==> src/design/gla_defines.svh <==
// constants for the gated latch array
`ifndef GLA_DEFINES_SVH
`define GLA_DEFINES_SVH
`define GLA_WIDTH_DEF 8
`define GLA_Q_RST     1'h0
`define GLA_QB_RST    1'h1
`define GLA_GATE_RST    1'h0
`define GLA_FORCE_N_RST 1'h1
`define GLA_BIT_RST     1'h0
`endif

==> src/design/gla_pkg.sv <==
// types shared by the gated latch array files
package gla_pkg;
	typedef enum logic {
		GLA_SET_RESET,
		GLA_DATA
	} gla_variant_e;
	// control decode outcome for one cycle
	typedef enum logic [2:0] {
		GLA_ACT_HOLD,
		GLA_ACT_ZERO,
		GLA_ACT_ONE,
		GLA_ACT_BOTH,
		GLA_ACT_LOAD
	} gla_act_e;
endpackage : gla_pkg

==> src/design/gla_ctrl_if.sv <==
// shared control bundle between the top and the bit array
`timescale 1ns/10ps
interface gla_ctrl_if;
	import gla_pkg::*;
	gla_act_e act;
	modport src (output act);
	modport dst (input act);
endinterface : gla_ctrl_if

==> src/design/gla_top.sv <==
// gated latch array top: synchronised controls and the bit store
`timescale 1ns/10ps
`include "gla_defines.svh"
module gla_top #(
	parameter int                    WIDTH   = `GLA_WIDTH_DEF,
	parameter gla_pkg::gla_variant_e VARIANT = gla_pkg::GLA_DATA
) (
	input  wire logic             mclk_i,
	input  wire logic             srst_i,
	input  wire logic             gate_i,
	input  wire logic             force_one_n_i,
	input  wire logic             force_zero_n_i,
	input  wire logic [WIDTH-1:0] set_i,
	input  wire logic [WIDTH-1:0] reset_i,
	input  wire logic [WIDTH-1:0] data_i,
	output logic      [WIDTH-1:0] q_o,
	output logic      [WIDTH-1:0] qb_o
);
	import gla_pkg::*;

	// gate synchroniser
	logic             gate_meta_ff;
	logic             gate_sync_ff;
	logic             nxt_gate_meta;
	logic             nxt_gate_sync;

	// force-one synchroniser
	logic             one_n_meta_ff;
	logic             one_n_sync_ff;
	logic             nxt_one_n_meta;
	logic             nxt_one_n_sync;

	// force-zero synchroniser
	logic             zero_n_meta_ff;
	logic             zero_n_sync_ff;
	logic             nxt_zero_n_meta;
	logic             nxt_zero_n_sync;

	// set synchroniser, read only by the set/reset variant
	logic [WIDTH-1:0] set_meta_ff;
	logic [WIDTH-1:0] set_sync_ff;
	logic [WIDTH-1:0] nxt_set_meta;
	logic [WIDTH-1:0] nxt_set_sync;

	// reset synchroniser, read only by the set/reset variant
	logic [WIDTH-1:0] reset_meta_ff;
	logic [WIDTH-1:0] reset_sync_ff;
	logic [WIDTH-1:0] nxt_reset_meta;
	logic [WIDTH-1:0] nxt_reset_sync;

	// data synchroniser, read only by the data variant
	logic [WIDTH-1:0] data_meta_ff;
	logic [WIDTH-1:0] data_sync_ff;
	logic [WIDTH-1:0] nxt_data_meta;
	logic [WIDTH-1:0] nxt_data_sync;

	// shared control towards the bit store
	gla_act_e         act;
	gla_ctrl_if       ctrl ();

	// control decode: both forces low > force-zero > force-one > gate
	function automatic gla_act_e decode_act(
		input logic gate,
		input logic one_n,
		input logic zero_n
	);
		logic     zero_on;
		logic     one_on;
		gla_act_e res;

		zero_on = !zero_n; // pins are active low
		one_on  = !one_n;
		if (zero_on && one_on) begin
			res = GLA_ACT_BOTH;
		end else if (zero_on) begin
			res = GLA_ACT_ZERO;
		end else if (one_on) begin
			res = GLA_ACT_ONE;
		end else if (gate) begin
			res = GLA_ACT_LOAD;
		end else begin
			res = GLA_ACT_HOLD;
		end
		return res;
	endfunction : decode_act

	// gate synchroniser next values
	always_comb begin
		nxt_gate_meta = gate_i;
		nxt_gate_sync = gate_meta_ff;
	end

	// gate stages; reset low so the array holds until a gate is seen
	always_ff @(posedge mclk_i) begin
		if (srst_i) begin
			gate_meta_ff <= `GLA_GATE_RST;
			gate_sync_ff <= `GLA_GATE_RST;
		end else begin
			gate_meta_ff <= nxt_gate_meta;
			gate_sync_ff <= nxt_gate_sync;
		end
	end

	// force-one synchroniser next values
	always_comb begin
		nxt_one_n_meta = force_one_n_i;
		nxt_one_n_sync = one_n_meta_ff;
	end

	// force-one stages; reset inactive so no false force follows reset
	always_ff @(posedge mclk_i) begin
		if (srst_i) begin
			one_n_meta_ff <= `GLA_FORCE_N_RST;
			one_n_sync_ff <= `GLA_FORCE_N_RST;
		end else begin
			one_n_meta_ff <= nxt_one_n_meta;
			one_n_sync_ff <= nxt_one_n_sync;
		end
	end

	// force-zero synchroniser next values
	always_comb begin
		nxt_zero_n_meta = force_zero_n_i;
		nxt_zero_n_sync = zero_n_meta_ff;
	end

	// force-zero stages; reset inactive like force-one
	always_ff @(posedge mclk_i) begin
		if (srst_i) begin
			zero_n_meta_ff <= `GLA_FORCE_N_RST;
			zero_n_sync_ff <= `GLA_FORCE_N_RST;
		end else begin
			zero_n_meta_ff <= nxt_zero_n_meta;
			zero_n_sync_ff <= nxt_zero_n_sync;
		end
	end

	// set synchroniser next values, bit i feeds bit i only
	always_comb begin
		for (int i = 0; i < WIDTH; i++) begin
			nxt_set_meta[i] = set_i[i];
			nxt_set_sync[i] = set_meta_ff[i];
		end
	end

	// set stages; bits are not aligned to each other, a skewed change may land split
	always_ff @(posedge mclk_i) begin
		if (srst_i) begin
			set_meta_ff <= {WIDTH{`GLA_BIT_RST}};
			set_sync_ff <= {WIDTH{`GLA_BIT_RST}};
		end else begin
			set_meta_ff <= nxt_set_meta;
			set_sync_ff <= nxt_set_sync;
		end
	end

	// reset synchroniser next values, bit i feeds bit i only
	always_comb begin
		for (int i = 0; i < WIDTH; i++) begin
			nxt_reset_meta[i] = reset_i[i];
			nxt_reset_sync[i] = reset_meta_ff[i];
		end
	end

	// reset stages
	always_ff @(posedge mclk_i) begin
		if (srst_i) begin
			reset_meta_ff <= {WIDTH{`GLA_BIT_RST}};
			reset_sync_ff <= {WIDTH{`GLA_BIT_RST}};
		end else begin
			reset_meta_ff <= nxt_reset_meta;
			reset_sync_ff <= nxt_reset_sync;
		end
	end

	// data synchroniser next values, bit i feeds bit i only
	always_comb begin
		for (int i = 0; i < WIDTH; i++) begin
			nxt_data_meta[i] = data_i[i];
			nxt_data_sync[i] = data_meta_ff[i];
		end
	end

	// data stages; same latency as the controls so gate and data stay aligned
	always_ff @(posedge mclk_i) begin
		if (srst_i) begin
			data_meta_ff <= {WIDTH{`GLA_BIT_RST}};
			data_sync_ff <= {WIDTH{`GLA_BIT_RST}};
		end else begin
			data_meta_ff <= nxt_data_meta;
			data_sync_ff <= nxt_data_sync;
		end
	end

	// one decode for the whole array, so every bit is forced or gated together
	always_comb begin
		act = decode_act(gate_sync_ff, one_n_sync_ff, zero_n_sync_ff);
	end

	// hand the action to the bit store through the control bundle
	assign ctrl.act = act;

	// bit store; its flops drive the outputs directly
	gla_bits #(
		.WIDTH   (WIDTH),
		.VARIANT (VARIANT)
	) u_bits (
		.mclk_i  (mclk_i),
		.srst_i  (srst_i),
		.ctrl    (ctrl.dst),
		.set_i   (set_sync_ff),
		.reset_i (reset_sync_ff),
		.data_i  (data_sync_ff),
		.q_o     (q_o),
		.qb_o    (qb_o)
	);

endmodule : gla_top

==> src/design/gla_bits.sv <==
// per-bit storage of the gated latch array
`timescale 1ns/10ps
`include "gla_defines.svh"
module gla_bits #(
	parameter int                   WIDTH   = `GLA_WIDTH_DEF,
	parameter gla_pkg::gla_variant_e VARIANT = gla_pkg::GLA_DATA
) (
	input  wire logic             mclk_i,
	input  wire logic             srst_i,
	gla_ctrl_if.dst               ctrl,
	input  wire logic [WIDTH-1:0] set_i,
	input  wire logic [WIDTH-1:0] reset_i,
	input  wire logic [WIDTH-1:0] data_i,
	output logic      [WIDTH-1:0] q_o,
	output logic      [WIDTH-1:0] qb_o
);
	import gla_pkg::*;
	logic [WIDTH-1:0] q_ff;
	logic [WIDTH-1:0] qb_ff;
	logic [WIDTH-1:0] nxt_q;
	logic [WIDTH-1:0] nxt_qb;

	// next value per bit; q and qb kept separately so both-high can be shown
	always_comb begin
		nxt_q  = q_ff;
		nxt_qb = qb_ff;
		for (int i = 0; i < WIDTH; i++) begin
			unique case (ctrl.act)
				GLA_ACT_ZERO: begin
					nxt_q[i]  = 1'h0;
					nxt_qb[i] = 1'h1;
				end
				GLA_ACT_ONE: begin
					nxt_q[i]  = 1'h1;
					nxt_qb[i] = 1'h0;
				end
				GLA_ACT_BOTH: begin
					nxt_q[i]  = 1'h1;
					nxt_qb[i] = 1'h1;
				end
				GLA_ACT_LOAD: begin
					if (VARIANT == GLA_DATA) begin
						nxt_q[i]  = data_i[i];
						nxt_qb[i] = ~data_i[i];
					end else if (set_i[i] || reset_i[i]) begin
						// both high gives both outputs high; treat that state as undefined downstream
						nxt_q[i]  = set_i[i];
						nxt_qb[i] = reset_i[i];
					end
				end
				GLA_ACT_HOLD: begin
					nxt_q[i]  = q_ff[i];
					nxt_qb[i] = qb_ff[i];
				end
			endcase
		end
	end

	// registered state
	always_ff @(posedge mclk_i) begin
		if (srst_i) begin
			q_ff  <= {WIDTH{`GLA_Q_RST}};
			qb_ff <= {WIDTH{`GLA_QB_RST}};
		end else begin
			q_ff  <= nxt_q;
			qb_ff <= nxt_qb;
		end
	end

	assign q_o  = q_ff;
	assign qb_o = qb_ff;
endmodule : gla_bits

==> config.mk <==
export PLATFORM = sky130hd
export DESIGN_NAME = gla_top
export DESIGN_NICKNAME = d
export VERILOG_FILES = /design/src/design/gla_pkg.sv /design/src/design/gla_ctrl_if.sv /design/src/design/gla_top.sv /design/src/design/gla_bits.sv
export VERILOG_INCLUDE_DIRS = /design/src /design/src/design
export SDC_FILE = /design/constraint.sdc
export NUM_CORES = 1
export LEC_CHECK = 0
export BUFFER_PORTS_ARGS = -buffer_cell sky130_fd_sc_hd__buf_2
export CAP_MARGIN = 15
export CORE_MARGIN = 5
export CORE_UTILIZATION = 34
export DETAILED_ROUTE_END_ITERATION = 10
export PLACE_DENSITY = 0.59
export SLEW_MARGIN = 15
export SYNTH_ARGS = -nofsm -noshare
export SYNTH_HDL_FRONTEND = slang
export SYNTH_HIERARCHICAL = 1
export SYNTH_SLANG_ARGS = --single-unit
==> constraint.sdc <==
create_clock -name mclk_i -period 1.9 [get_ports mclk_i]
set_clock_uncertainty 0.05 [all_clocks]
set_input_delay 0.475 -clock mclk_i [delete_from_list [all_inputs] [get_ports mclk_i]]
set_output_delay 0.475 -clock mclk_i [all_outputs]
set_load 0.03 [all_outputs]
==> impl_metrics.yaml <==
status:
  status: "complete, no violations"
routing:
  finalWirelength_um: 2310
  dr_wl_met3_um: 197
  first_iter_violations: 51
  wl_met2_um: 1082
  dr.max_layer_used: "met4"
  wl_met1_um: 1013
  ant_nets: 0
  drcViolationCount: 0
  viasPerCell: 4.503
  num_vias: 878
  drt_first_pass_iters: 4
  routedWlPerCell_um: 11.85
synth:
  syn_area_per_cell_sq_um: 11.02
  synth_cells: 118
  yosys_warnings: 6
  syn-num-nets: 147
  syn_area_sq_um: 1300
sta:
  finalSetupViolations: 0
  finalCritPeriodShare_pct: 88.04
  fmax_mhz: 597.8
  rsz0062_at_grt: "false"
  min_period_ns: 1.673
  fin_tns_setup_ns: 0
  worst_pin_slew_ns: 0.6661
  hold_viol: 0
  drv_slew: 0
  max_slew_margin_pct: 55.59
worst_setup_path:
  cpPeakStageDelay_ns: 0.65
  end_kind: "flop"
  crit_buf_inv: 1
  crit_start: "zero_n_sync_ff"
  worst-setup-path-type: "flop to flop"
  critPathMaxFanout: 16
  critical_path.slowest_cell: "or3_1"
  cp.arrival_ns: 1.81
  cp_top_family: "simple AND/OR/NAND/NOR gates"
  path_cells: "and3_1 > inv_2 > or3_1 > o32ai_1"
  startpoint_type: "flop"
  r2r_start: "zero_n_sync_ff"
  cp.required_ns: 2.03
pwr:
  irDropWorstVdd_mv: 0.3897
  p_total_uw: 1568
  power_leakage_uw: 0.0006433
  power.density_nw_per_um2: 1012
clock_tree:
  cts_tree: "done"
  cts.repair.resized: 0
  post_cts_buffers: 0
  clock_latency_ns: 0.28
  clockRootBuffer: "clkbuf_8"
  cts.clk_slew.worst_paths_ns: 0.07
  cts_hold_buf: 0
  cts_buffers: 5
  htree_num_levels: 2
  cts_buffer_depth: 2
  cts.sinks: 38
run:
  max-cap-violations: 0
placement:
  dp_hpwl_um: 1686
  place_area_sq_um: 1458
  place_congestion: 0.7317
  io_buffer_count: 28
grt:
  first_global_vias: 838
  grt_overflow: 0
  antenna_found_initial: 0
  grt_pass1_wl_um: 3864
  track_usage_pct: 9.782
  grt_max_degree: 23
floorplan:
  start_util_pct: 35.24
  io-pin-count: 45
  core_area_sq_um: 3689
  die_h_um: 71.84
  num_rows: 22
  dieArea_sq_um: 5160
  die_w_um: 71.84
final_layout:
  nets: 175
  final_area_sq_um: 1549
  areaGrowthSynthToFinish_pct: 19.15
  final_layout_size_suffix_gt1_share_pct: 28.57
  antennaDiodeCount: 0
min_path:
  holdCritStartpoint: "force_zero_n_i"
  hold_path_class: "input port to flop"
## metrics by stage
step,hold WS (ns),instances,setup WS [ns],util (%)
detailed placement,0.3433,187,0.2310,39.52
global route,0.3195,195,0.1115,41.99
CTS,0.3161,195,0.2079,41.99
floorplan,0.3332,118,0.3384,-
global placement,0.3433,187,0.2920,39.52
finish,0.3278,195,0.2273,41.99
## power breakdown
part	switching (uW)	internal [uW]	total, uW
Clock	249	292	541
Sequential	18.5	840	859
Combinational	104	63.8	168
## final cells by class
cell class,count,area (sq um)
inverter,12,45.04
clock buffer,7,86.33
sequential,38,760.7
timing repair buffer,31,162.7
clock inverter,1,5.005
tap,48,60.06
multi-input combinational,58,429.2
fill,386,2140
## layout by cell type, fill, tap and decap left out, types with 2 or more instances in the layout
| cell type | instances |
|---|---|
| clkbuf_8 | 6 |
| nor2b_1 | 18 |
| o32ai_1 | 6 |
| nand2b_1 | 8 |
| inv_1 | 11 |
| dfxtp_1 | 38 |
| buf_2 | 28 |
| buf_4 | 3 |
| a21oi_1 | 9 |
| o32ai_4 | 2 |
| o221ai_1 | 8 |
| or2_1 | 4 |
## final timing paths
| check | slack, ns | end | depth (start not counted) |
|---|---|---|---|
| min | 0.33 | nxt_zero_n_sync | 2 |
| max | 0.23 | u_bits/q_o[2] | 4 |
| max reg2reg | 0.23 | u_bits/q_o[2] | 4 |
| min reg2reg | 0.36 | one_n_sync_ff | 1 |
## registers in the layout, summed over array words and instances (netlist names)
signal and flops:
data_meta_ff 8, data_sync_ff 8, u_bits/q_o 8, u_bits/qb_o 8, gate_meta_ff 1, gate_sync_ff 1, nxt_one_n_sync 1, nxt_zero_n_sync 1
one_n_sync_ff 1, zero_n_sync_ff 1
## per-layer routing
layer	track usage, %	vias up
met4	5.010	0
li1	-	448
met3	5.470	2
met2	13.57	29
met1	12.01	399
met5	0	-
Note: power is estimated with default switching activity, not from simulation.
